File: src/hmibl_defines.svh
`ifndef HMIBL_DEFINES_SVH
`define HMIBL_DEFINES_SVH

// timing
`define HMIBL_CLK_NS        4
`define HMIBL_TICK_NS       10000000
`define HMIBL_TICK_CYC      (`HMIBL_TICK_NS / `HMIBL_CLK_NS)
`define HMIBL_TICKS_PER_S   7'h64
`define HMIBL_FLOW_HOLD_S   32'h0000003C
`define HMIBL_ROT_STEP_S    5'h14

// register offsets
`define HMIBL_OFS_BL_DELAY  16'h6F16
`define HMIBL_OFS_SCR_DELAY 16'h6F18
`define HMIBL_OFS_HOME_SEL  16'h6F1A
`define HMIBL_OFS_IDENT     16'h6F1C
`define HMIBL_OFS_POLICY    16'h6F1E

// reset values
`define HMIBL_RST_BL_DELAY  32'h00000078
`define HMIBL_RST_SCR_DELAY 32'h00000078
`define HMIBL_RST_HOME_SEL  3'h0
`define HMIBL_RST_IDENT     9'h000
`define HMIBL_RST_POLICY    2'h0

// limits and codes
`define HMIBL_BL_FOLLOW     32'hFFFFFFFF
`define HMIBL_SCR_MAX       32'h00000258
`define HMIBL_ID_MAX        32'h000001F4
`define HMIBL_VIEW_ROTATE   3'h6
`define HMIBL_VIEW_LAST_ROT 3'h5
`define HMIBL_POL_STATUS    2'h0
`define HMIBL_POL_PLAIN     2'h1
`define HMIBL_POL_CONF      2'h2
`define HMIBL_CONF_RED      7'h14
`define HMIBL_CONF_VIOLET   7'h32
`define HMIBL_CONF_YELLOW   7'h46

// backlight colours {red, green, blue}
`define HMIBL_RGB_OFF       3'h0
`define HMIBL_RGB_WHITE     3'h7
`define HMIBL_RGB_RED       3'h4
`define HMIBL_RGB_BLUE      3'h1
`define HMIBL_RGB_YELLOW    3'h6
`define HMIBL_RGB_VIOLET    3'h5

`endif

File: src/hmibl_pkg.sv
package hmibl_pkg;

   // screen state, one-hot
   typedef enum logic [1:0] {
      SCR_USER = 2'h1,
      SCR_HOME = 2'h2
   } hmibl_scr_t;

   typedef logic [2:0] hmibl_rgb_t;

endpackage

File: src/hmibl_tick_if.sv
`timescale 1ns/1ps

interface hmibl_tick_if;
   logic restart;
   logic tick10;
   logic tick1s;

   modport gen (input restart, output tick10, output tick1s);
   modport use_ (output restart, input tick10, input tick1s);
endinterface

File: src/hmibl_top.sv
`timescale 1ns/1ps
`include "hmibl_defines.svh"

module hmibl_top #(
   parameter int unsigned TICK10_CYC = `HMIBL_TICK_CYC
) (
   input  wire logic        clk_sys_in,
   input  wire logic        resetn_in,
   input  wire logic        button_in,
   input  wire logic        flow_above_cutoff_in,
   input  wire logic        severe_error_in,
   input  wire logic        config_error_in,
   input  wire logic        range_warn_in,
   input  wire logic [6:0]  confidence_pct_in,
   input  wire logic [15:0] reg_addr_in,
   input  wire logic        reg_wr_in,
   input  wire logic        reg_rd_in,
   input  wire logic [31:0] reg_wdata_in,
   output logic      [31:0] reg_rdata_out,
   output logic      [2:0]  backlight_rgb_out,
   output logic             home_active_out,
   output logic      [2:0]  home_view_out,
   output logic             identify_active_out
);

   hmibl_tick_if tk ();

   hmibl_ticker #(
      .TICK10_CYC (TICK10_CYC)
   ) u_ticker (
      .clk_sys_in (clk_sys_in),
      .resetn_in  (resetn_in),
      .tk         (tk)
   );

   // saturating clamp, shared by the two bounded registers
   function automatic logic [31:0] hmibl_clamp(input logic [31:0] v,
                                               input logic [31:0] lim);
      hmibl_clamp = (v > lim) ? lim : v;
   endfunction

   logic [31:0]           bl_delay;
   logic [31:0]           scr_delay;
   logic [2:0]            home_sel;
   logic [8:0]            id_cnt;
   logic [1:0]            policy;
   logic [31:0]           idle_sec;
   logic                  lit;
   hmibl_pkg::hmibl_scr_t scr;
   logic [2:0]            rot_view;
   logic [4:0]            rot_sec;

   logic [31:0]           next_bl_delay;
   logic [31:0]           next_scr_delay;
   logic [2:0]            next_home_sel;
   logic [8:0]            next_id_cnt;
   logic [1:0]            next_policy;
   logic [31:0]           next_idle_sec;
   logic                  next_lit;
   hmibl_pkg::hmibl_scr_t next_scr;
   logic [2:0]            next_rot_view;
   logic [4:0]            next_rot_sec;
   logic [31:0]           next_rdata;
   logic [2:0]            next_view;
   logic [2:0]            base_rgb;
   logic [2:0]            next_rgb;

   logic                  id_wr;
   logic                  bl_follow;
   logic                  bl_hold;
   logic [31:0]           bl_limit;

   assign id_wr      = reg_wr_in && (reg_addr_in == `HMIBL_OFS_IDENT);
   assign tk.restart = id_wr;

   // host register writes; identify count runs down on 10 ms ticks
   always_comb begin
      next_bl_delay  = bl_delay;
      next_scr_delay = scr_delay;
      next_home_sel  = home_sel;
      next_policy    = policy;
      next_id_cnt    = id_cnt;
      if (reg_wr_in) begin
         if (reg_addr_in == `HMIBL_OFS_BL_DELAY) begin
            next_bl_delay = reg_wdata_in;
         end else if (reg_addr_in == `HMIBL_OFS_SCR_DELAY) begin
            next_scr_delay = hmibl_clamp(reg_wdata_in, `HMIBL_SCR_MAX);
         end else if (reg_addr_in == `HMIBL_OFS_HOME_SEL) begin
            next_home_sel = reg_wdata_in[2:0];
         end else if (reg_addr_in == `HMIBL_OFS_POLICY) begin
            next_policy = reg_wdata_in[1:0];
         end
      end
      if (id_wr) begin
         next_id_cnt = 9'(hmibl_clamp(reg_wdata_in, `HMIBL_ID_MAX));
      end else if (tk.tick10 && id_cnt != 9'h0) begin
         next_id_cnt = id_cnt - 9'h1;
      end
   end

   // one-cycle read latency; unmapped addresses read zero
   always_comb begin
      next_rdata = reg_rdata_out;
      if (reg_rd_in) begin
         if (reg_addr_in == `HMIBL_OFS_BL_DELAY) begin
            next_rdata = bl_delay;
         end else if (reg_addr_in == `HMIBL_OFS_SCR_DELAY) begin
            next_rdata = scr_delay;
         end else if (reg_addr_in == `HMIBL_OFS_HOME_SEL) begin
            next_rdata = {29'h0, home_sel};
         end else if (reg_addr_in == `HMIBL_OFS_IDENT) begin
            next_rdata = {23'h0, id_cnt};
         end else if (reg_addr_in == `HMIBL_OFS_POLICY) begin
            next_rdata = {30'h0, policy};
         end else begin
            next_rdata = 32'h0;
         end
      end
   end

   // idle seconds, saturating so a long idle never wraps back to lit
   always_comb begin
      if (button_in) begin
         next_idle_sec = 32'h0;
      end else if (tk.tick1s && idle_sec != 32'hFFFFFFFF) begin
         next_idle_sec = idle_sec + 32'h1;
      end else begin
         next_idle_sec = idle_sec;
      end
   end

   // backlight on/off; other negative delays behave as always on
   assign bl_follow = (bl_delay == `HMIBL_BL_FOLLOW);
   assign bl_hold   = (bl_delay == 32'h0) || (bl_delay[31] && !bl_follow);
   assign bl_limit  = bl_follow ? `HMIBL_FLOW_HOLD_S : bl_delay;

   always_comb begin
      next_lit = lit;
      if (button_in) begin
         next_lit = 1'b1;
      end else if (bl_hold) begin
         next_lit = 1'b1;
      end else if (bl_follow && flow_above_cutoff_in) begin
         next_lit = 1'b1;
      end else if (idle_sec >= bl_limit) begin
         next_lit = 1'b0;
      end
   end

   // screen state and rotation through views 0..5
   always_comb begin
      next_scr      = scr;
      next_rot_view = rot_view;
      next_rot_sec  = rot_sec;
      case (scr)
         hmibl_pkg::SCR_USER: begin
            if (!button_in && scr_delay != 32'h0 &&
                idle_sec >= scr_delay) begin
               next_scr = hmibl_pkg::SCR_HOME;
            end
         end
         hmibl_pkg::SCR_HOME: begin
            if (button_in || scr_delay == 32'h0) begin
               next_scr = hmibl_pkg::SCR_USER;
            end
         end
         default: begin
            next_scr = hmibl_pkg::SCR_USER;
         end
      endcase
      if (scr != hmibl_pkg::SCR_HOME) begin
         next_rot_view = 3'h0;
         next_rot_sec  = 5'h0;
      end else if (tk.tick1s) begin
         if (rot_sec == `HMIBL_ROT_STEP_S - 5'h1) begin
            next_rot_sec  = 5'h0;
            next_rot_view = (rot_view == `HMIBL_VIEW_LAST_ROT) ?
                            3'h0 : rot_view + 3'h1;
         end else begin
            next_rot_sec = rot_sec + 5'h1;
         end
      end
      next_view = (home_sel == `HMIBL_VIEW_ROTATE) ? rot_view : home_sel;
   end

   // colour selection; fault colours show even after the idle timeout
   always_comb begin
      base_rgb = lit ? `HMIBL_RGB_WHITE : `HMIBL_RGB_OFF;
      if (policy == `HMIBL_POL_STATUS) begin
         if (severe_error_in) begin
            base_rgb = `HMIBL_RGB_RED;
         end else if (config_error_in) begin
            base_rgb = `HMIBL_RGB_BLUE;
         end else if (range_warn_in) begin
            base_rgb = `HMIBL_RGB_YELLOW;
         end
      end else if (policy == `HMIBL_POL_CONF) begin
         if (confidence_pct_in < `HMIBL_CONF_RED) begin
            base_rgb = `HMIBL_RGB_RED;
         end else if (confidence_pct_in < `HMIBL_CONF_VIOLET) begin
            base_rgb = `HMIBL_RGB_VIOLET;
         end else if (confidence_pct_in <= `HMIBL_CONF_YELLOW) begin
            base_rgb = `HMIBL_RGB_YELLOW;
         end
      end
      next_rgb = (id_cnt != 9'h0) ? ~base_rgb : base_rgb;
   end

   always_ff @(posedge clk_sys_in or negedge resetn_in) begin
      if (!resetn_in) begin
         bl_delay            <= `HMIBL_RST_BL_DELAY;
         scr_delay           <= `HMIBL_RST_SCR_DELAY;
         home_sel            <= `HMIBL_RST_HOME_SEL;
         id_cnt              <= `HMIBL_RST_IDENT;
         policy              <= `HMIBL_RST_POLICY;
         idle_sec            <= 32'h0;
         lit                 <= 1'b1;
         scr                 <= hmibl_pkg::SCR_USER;
         rot_view            <= 3'h0;
         rot_sec             <= 5'h0;
         reg_rdata_out       <= 32'h0;
         backlight_rgb_out   <= `HMIBL_RGB_OFF;
         home_active_out     <= 1'b0;
         home_view_out       <= 3'h0;
         identify_active_out <= 1'b0;
      end else begin
         bl_delay            <= next_bl_delay;
         scr_delay           <= next_scr_delay;
         home_sel            <= next_home_sel;
         id_cnt              <= next_id_cnt;
         policy              <= next_policy;
         idle_sec            <= next_idle_sec;
         lit                 <= next_lit;
         scr                 <= next_scr;
         rot_view            <= next_rot_view;
         rot_sec             <= next_rot_sec;
         reg_rdata_out       <= next_rdata;
         backlight_rgb_out   <= next_rgb;
         home_active_out     <= (next_scr == hmibl_pkg::SCR_HOME);
         home_view_out       <= next_view;
         identify_active_out <= (next_id_cnt != 9'h0);
      end
   end
endmodule // hmibl_top

File: src/hmibl_ticker.sv
`timescale 1ns/1ps
`include "hmibl_defines.svh"

module hmibl_ticker #(
   parameter int unsigned TICK10_CYC = `HMIBL_TICK_CYC
) (
   input  wire logic   clk_sys_in,
   input  wire logic   resetn_in,
   hmibl_tick_if.gen   tk
);

   logic [31:0] cyc;
   logic [6:0]  hund;
   logic        t10;
   logic        t1s;
   logic [31:0] next_cyc;
   logic [6:0]  next_hund;
   logic        next_t10;
   logic        next_t1s;

   // 10 ms prescaler, restart realigns it so identify spans are exact
   always_comb begin
      next_t10  = 1'b0;
      next_t1s  = 1'b0;
      next_hund = hund;
      if (tk.restart) begin
         next_cyc = 32'h0;
      end else if (cyc == 32'(TICK10_CYC - 1)) begin
         next_cyc = 32'h0;
         next_t10 = 1'b1;
         if (hund == `HMIBL_TICKS_PER_S - 7'h1) begin
            next_hund = 7'h0;
            next_t1s  = 1'b1;
         end else begin
            next_hund = hund + 7'h1;
         end
      end else begin
         next_cyc = cyc + 32'h1;
      end
   end

   always_ff @(posedge clk_sys_in or negedge resetn_in) begin
      if (!resetn_in) begin
         cyc  <= 32'h0;
         hund <= 7'h0;
         t10  <= 1'b0;
         t1s  <= 1'b0;
      end else begin
         cyc  <= next_cyc;
         hund <= next_hund;
         t10  <= next_t10;
         t1s  <= next_t1s;
      end
   end

   assign tk.tick10 = t10;
   assign tk.tick1s = t1s;

endmodule // hmibl_ticker

File: config.mk
export PLATFORM = sky130hd
export DESIGN_NAME = hmibl_top
export DESIGN_NICKNAME = d
export VERILOG_FILES = /design/src/hmibl_pkg.sv /design/src/hmibl_tick_if.sv /design/src/hmibl_top.sv /design/src/hmibl_ticker.sv
export VERILOG_INCLUDE_DIRS = /design/src
export SDC_FILE = /design/constraint.sdc
export NUM_CORES = 1
export LEC_CHECK = 0
export BUFFER_PORTS_ARGS = -buffer_cell sky130_fd_sc_hd__clkbuf_2
export CORE_ASPECT_RATIO = 0.6
export CORE_MARGIN = 5
export CORE_UTILIZATION = 54
export DETAILED_ROUTE_END_ITERATION = 6
export GPL_TIMING_DRIVEN = 0
export PLACE_DENSITY = 0.76
export SLEW_MARGIN = 0
export SYNTH_ARGS = -nofsm -noshare
export SYNTH_HDL_FRONTEND = slang
export SYNTH_SLANG_ARGS = --single-unit
File: constraint.sdc
create_clock -name clk_sys_in -period 2.8 [get_ports clk_sys_in]
set_clock_uncertainty 0.2 [all_clocks]
set_input_delay 0.28 -clock clk_sys_in [delete_from_list [all_inputs] [get_ports clk_sys_in]]
set_output_delay 0.28 -clock clk_sys_in [all_outputs]
set_load 0.01 [all_outputs]
* Yosys cells after proc, flatten, opt, wreduce, memory -nomap -nowiden *
Index checks and enable logic that the tools add are counted.

word-level totals
  bits in registers = 202
  output and inout bits = 40

cells by class
  eq/ne operators = 17
  multiplexer cells = 45
  bitwise gates (word level) = 5
  reductions and logical operators = 27
  $lt $le $gt $ge = 7
  $add $sub $neg = 6

operator list
  operator                 number
  $mux W32                 8
  $eq A16 B15 Y1 const B   5
  $add A32 B1 Y32 const B  2
  $ge A32 B32 Y1           2
  $logic_not A32 Y1        2
  $mux W3                  15
  $mux W9                  5
  $eq A32 B22 Y1 const B   1
  $eq A32 B32 Y1 const B   1
  $gt A32 B10 Y1 const B   1
  $gt A32 B9 Y1 const B    1
  $ne A32 B32 Y1 const B   1
  $reduce_bool A32 Y1      1
  $reduce_bool A9 Y1       2
  $mux W5                  3
  $mux W1                  9
  $sub A9 B1 Y9 const B    1
  $add A7 B1 Y7 const B    1
  $eq A7 B7 Y1 const B     1
  $le A7 B7 Y1 const B     1
  $logic_and A1 B1 Y1      7
  $lt A7 B5 Y1 const B     1
  $lt A7 B6 Y1 const B     1
  $mux W7                  1
  20 further kinds         34

* Longest topological paths before layout *
  word-level depth = 8
  gate-level depth with buffers = 13

* Modules after synthesis *
A second synthesis with hierarchy kept.

unflattened totals
  cell total of the unflattened synthesis = 1,158
  area, all modules = 11,273.3 sq um

by module, submodules not included
  module        times used  cells each  area an instance (sq um)
  hmibl_top     1           944         9,125.0
  hmibl_ticker  1           214         2,148.3

* Least setup slack after synthesis *
No wires, ideal clock.

  path type = register to register
  start = register bl_delay[24]
  end = register lit
  slack = -0.187 ns
  library setup time = 0.087 ns
  cell stages (with the launch flop) = 14
  data required time = 2.513 ns
  path buffers = 2
  period minus slack after synthesis = 2.987 ns
  arrival = 2.700 ns
  cell sequence = dfrtp_1 -> nand4_1 -> nor4_1 -> nand2_1 -> clkbuf_1 -> clkbuf_1 -> nand2_1 -> ha_1 -> and4_1 -> nand3_1 -> a2111oi_0 -> and3_1 -> a221o_1 -> o21ai_0

between the ends
  cells in the longest elaborated chain, start to end = 6

RTL lines
  element                                                 line              text
  from (decl)                                             hmibl_top.sv:42   logic [31:0] bl_delay;
  from (signal assigned)                                  hmibl_top.sv:211  bl_delay <= `HMIBL_RST_BL_DELAY;
  from (signal assigned)                                  hmibl_top.sv:227  bl_delay <= next_bl_delay;
  branches (longest 6 deep; another with $ge A32 B32 Y1)  n/a
  to (signal assigned)                                    hmibl_top.sv:233  lit <= next_lit;
  to (decl)                                               hmibl_top.sv:48   logic lit;

Several ways; the timed one is not identified.
A chain may end at the register's enable or synchronous reset.

* Final worst setup path *
  start = register bl_delay[31]
  end = register lit

The elaborated chain is that of the path after synthesis.

==> summary.md <==
| Metric | Value |
|---|---|
| Ys flop type | `dfrtp_1` |
| Synth area leaders | `dfrtp_1, ha_1, nor2_1, mux2_2, nand2_1` |
| Final hold violation count | `0` |
| I/O pin count | `roughly 100` |
| Leakage | `0.00620 uW` |
| Crit-path max cell delay | `around 530 ps` |
| Most common cell after layout, fill and taps aside | `dfrtp_1` |
| Pwr Total | `6230 uW` |
| DPL Wire Length | `around 25 mm` |
| Hold_ws | `roughly 35 ps` |
| Maximum clock path buffer count | `3` |
| CP max stage cell | `dfrtp_1` |
| Failing checks | `setup timing` |
| GR Overflow Total | `0` |
| Crit path max fanout | `7` |
| RSZ-0062 raised after global routing | `true` |
| Syn nets | `1307` |
| Synthesized flop and latch total | `about 200` |
| GRT Util Overall | `28.9%` |
| Critical Path, Cell by Cell | `nand4_1 > nor4_1 > nand2_1 > buf_8 > clkbuf_16 > nand2_4 > ha_4 > and4_4 > nand3_4 > a2111oi_4 > and3_1 > a221o_1 > o21ai_2` |
| Rel. slew slack | `between 30% and 40%` |
| Status | `complete, but fails checks` |
| FP Rows | `40` |
| Max Clock Freq | `~0.33 GHz` |
| Max-Cap Viols | `0` |
| Clk Latency, worst-skew pair | `520 ps` |
| Initial antenna violation count | `0` |
| Avg Cell Area, Syn | `9.61 um^2` |
| WP buf/inv | `2` |
| Largest area contributor in the synthesized netlist | `dfrtp_1` |
| Post-Syn Area | `~0.011 mm^2` |
| ANT cells | `0` |
| Post-synth EDFFs | `0` |
| Area taken by multi-input logic gates | `approximately 0.006 mm^2` |
| Worst EP arrival | `about 3200 ps` |
| CTS clock-pin slew for the worst setup and hold paths | `approximately 60 ps` |
| Crit path kind | `reg2reg` |
| DR iter-0 viols | `1401` |
| Starting Density | `~56%` |
| CP Launch Type | `flip-flop` |
| Maximum VDD drop | `approximately 390 uV` |
| CP endpoint kind | `flip-flop` |
| Core Region | `approximately 0.020 mm^2` |
| Die height | `around 120 um` |
| PwrDens | `roughly 450 mW/mm^2` |
| Routability cong. | `between 0.9 and 1` |
| Final WL | `around 35 mm` |
| Fill count | `roughly 1500` |
| Total CTS buffers | `20` |
| Synth Instances | `~1200` |
| Layout area overhead | `23.1%` |
| Max Slew Vio Count | `0` |
| Residual DRC | `0` |
| Post-synthesis sequential area ratio | `45.0%` |
| Mean routed wirelength per cell | `around 21 um` |
| Synth async-reset ratio | `100%` |
| Reg area | `slightly above 0.005 mm^2` |
| Via-to-Cell Ratio | `approximately 6.3` |
| YS warnings | `0` |
| Setup-failing EPs final | `2` |
| Share of layout cells above drive strength 1 | `around 22%` |
| Clock Sinks | `202` |
| Chip width | `about 200 um` |
| Vias | `around 10000` |
| Worst R2R Setup Slack | `-220 ps` |
| # nets final | `between 1500 and 2000` |
| Hold Path Class | `in2reg` |
| Min Tclk post-route | `3020 ps` |
| Worst-Margin Slew | `977 ps` |
| CTS tree | `yes` |
| Htree depth | `1` |
| Clock root cell | `clkbuf_16` |
| Setup WS pre-CTS | `-644 ps` |
| Critical path required time | `3010 ps` |
| Post-synth cell types | `67` |
| Die area | `0.0239 mm^2` |
| Post-route setup slack | `-217 ps` |
| Post-route ant nets | `0` |
| Post-synth top area share | `between 40% and 50%` |
| First-pass GRT wire length | `~55 mm` |
| First-pass DRT Iterations | `6` |
| Buffers on Ports | `101` |
| CP delay by family, top | `simple AND/OR/NAND/NOR gates` |
| Largest net degree at the start of global routing | `around 100` |
| Tcrit/Tclk final | `108%` |
| Vias in the first global route | `approximately 10000` |
| Most frequent cells in the layout | `dfrtp_1, nor2_1, clkbuf_2` |
[path summary, 6_finish.rpt]
path / from / to / cells after the start
worst max-delay path: bl_delay[31]$_DFFE_PN0P_ / lit$_DFFE_PN1P_ / 13
worst min-delay path: reg_addr_in[2] / reg_rdata_out[1]$_DFFE_PN0P_ / 4
worst max register to register: bl_delay[31]$_DFFE_PN0P_ / lit$_DFFE_PN1P_ / 13
worst min register to register: u_ticker.cyc[0]$_DFF_PN0_ / u_ticker.cyc[0]$_DFF_PN0_ / 1
max in group asynchronous: resetn_in / id_cnt[5]$_DFF_PN0_ / 3
min in group asynchronous: resetn_in / home_active_out$_DFF_PN0_ / 2
[routing by layer]
metal / wire [um] / track usage, %
met1: 16200 / 45.3
met3: 4260 / 8.35
met4: 569 / 5.36
met5: 0 / 0
met2: 14100 / 39.6
[metrics by stage]
step           instances  util [%]  area [um^2]  setup TNS (ps)
5_1_grt             1654      68.4        13900            -499
6_report            1654      68.4        13900            -375
4_1_cts             1652      68.0        13800            -249
3_3_place_gp        1546      60.0        12200         -518520
2_1_floorplan       1172         -        11300           -8.92
3_5_place_dp        1547      60.2        12200           -7960
[cell type report]
type / instances / share of cell area (%)
multi-input combinational: 875 / 44.4
sequential: 202 / 36.7
timing repair buffer: 176 / 8.67
clock buffer: 28 / 4.19
tap: 273 / 2.46
inverter: 55 / 1.51
buffer: 37 / 1.50
clock inverter: 8 / 0.586
[sequential cells by signal (all words and copies together), names as in the netlist, 5 cells and up]
| name | cells |
|---|---|
| idle_sec | 32 |
| reg_rdata_out | 32 |
| id_cnt | 9 |
| u_ticker.cyc | 32 |
| bl_delay | 32 |
| rot_sec | 5 |
| scr_delay | 32 |
| u_ticker.hund | 7 |
[report_power, final]
part | internal [uW] | switching, uW | leakage, uW
clock | 1550 | 1180 | 0.000323
combinational | 186 | 275 | 0.00324
sequential | 2980 | 55.0 | 0.00264
total | 4720 | 1510 | 0.00620
[what timing repair did]
item                       4_1_cts  5_1_grt
setup endpoints to repair       11       59
gates resized for setup         66       24
hold endpoints to repair       151        0
hold buffers                    35        0
setup buffers                   35        3
pin swaps                       27        5
gates cloned                     1        0
[cell usage after synthesis, types with 6 or more instances]
master,count
inv_1,54
and4_1,10
a211oi_1,6
or4_1,7
xnor2_1,29
dfrtp_1,192
a21o_1,7
nor2_1,141
nand4_1,48
mux2_2,40
o22ai_1,6
nor3_1,20
a21oi_1,54
xor2_1,30
a2bb2oi_1,6
nand3_1,33
a221oi_1,25
ha_1,71
nand2_1,99
nor3b_1,6
nor2b_1,12
or3_1,22
nor4_1,34
and3_1,19
a22o_1,6
a222oi_1,7
clkbuf_1,36
dfstp_2,10
o21ai_0,44
and2_1,27
[logic make-up (layout without fill, tap and decap cells)]
group                    after synthesis  count (layout)  share of synthesized area (%)
flip-flops                           202             202                           45.0
buffers and inverters                 95             304                           3.18
AO/OA/AOI/OAI                        201             201                           12.2
adder cells (fa/ha/maj)               71              71                           7.89
AND/OR/NAND/NOR                      501             501                           22.9
multiplexers                          43              43                           4.31
XOR/XNOR                              59              59                           4.59
[worst min-delay path, delay by kind of cell]
kind,cells,cell delay [ps]
AND/OR/NAND/NOR,1,60
AO/OA/AOI/OAI,2,180
buffers and inverters,1,170
(Power assumes the default switching activity.)
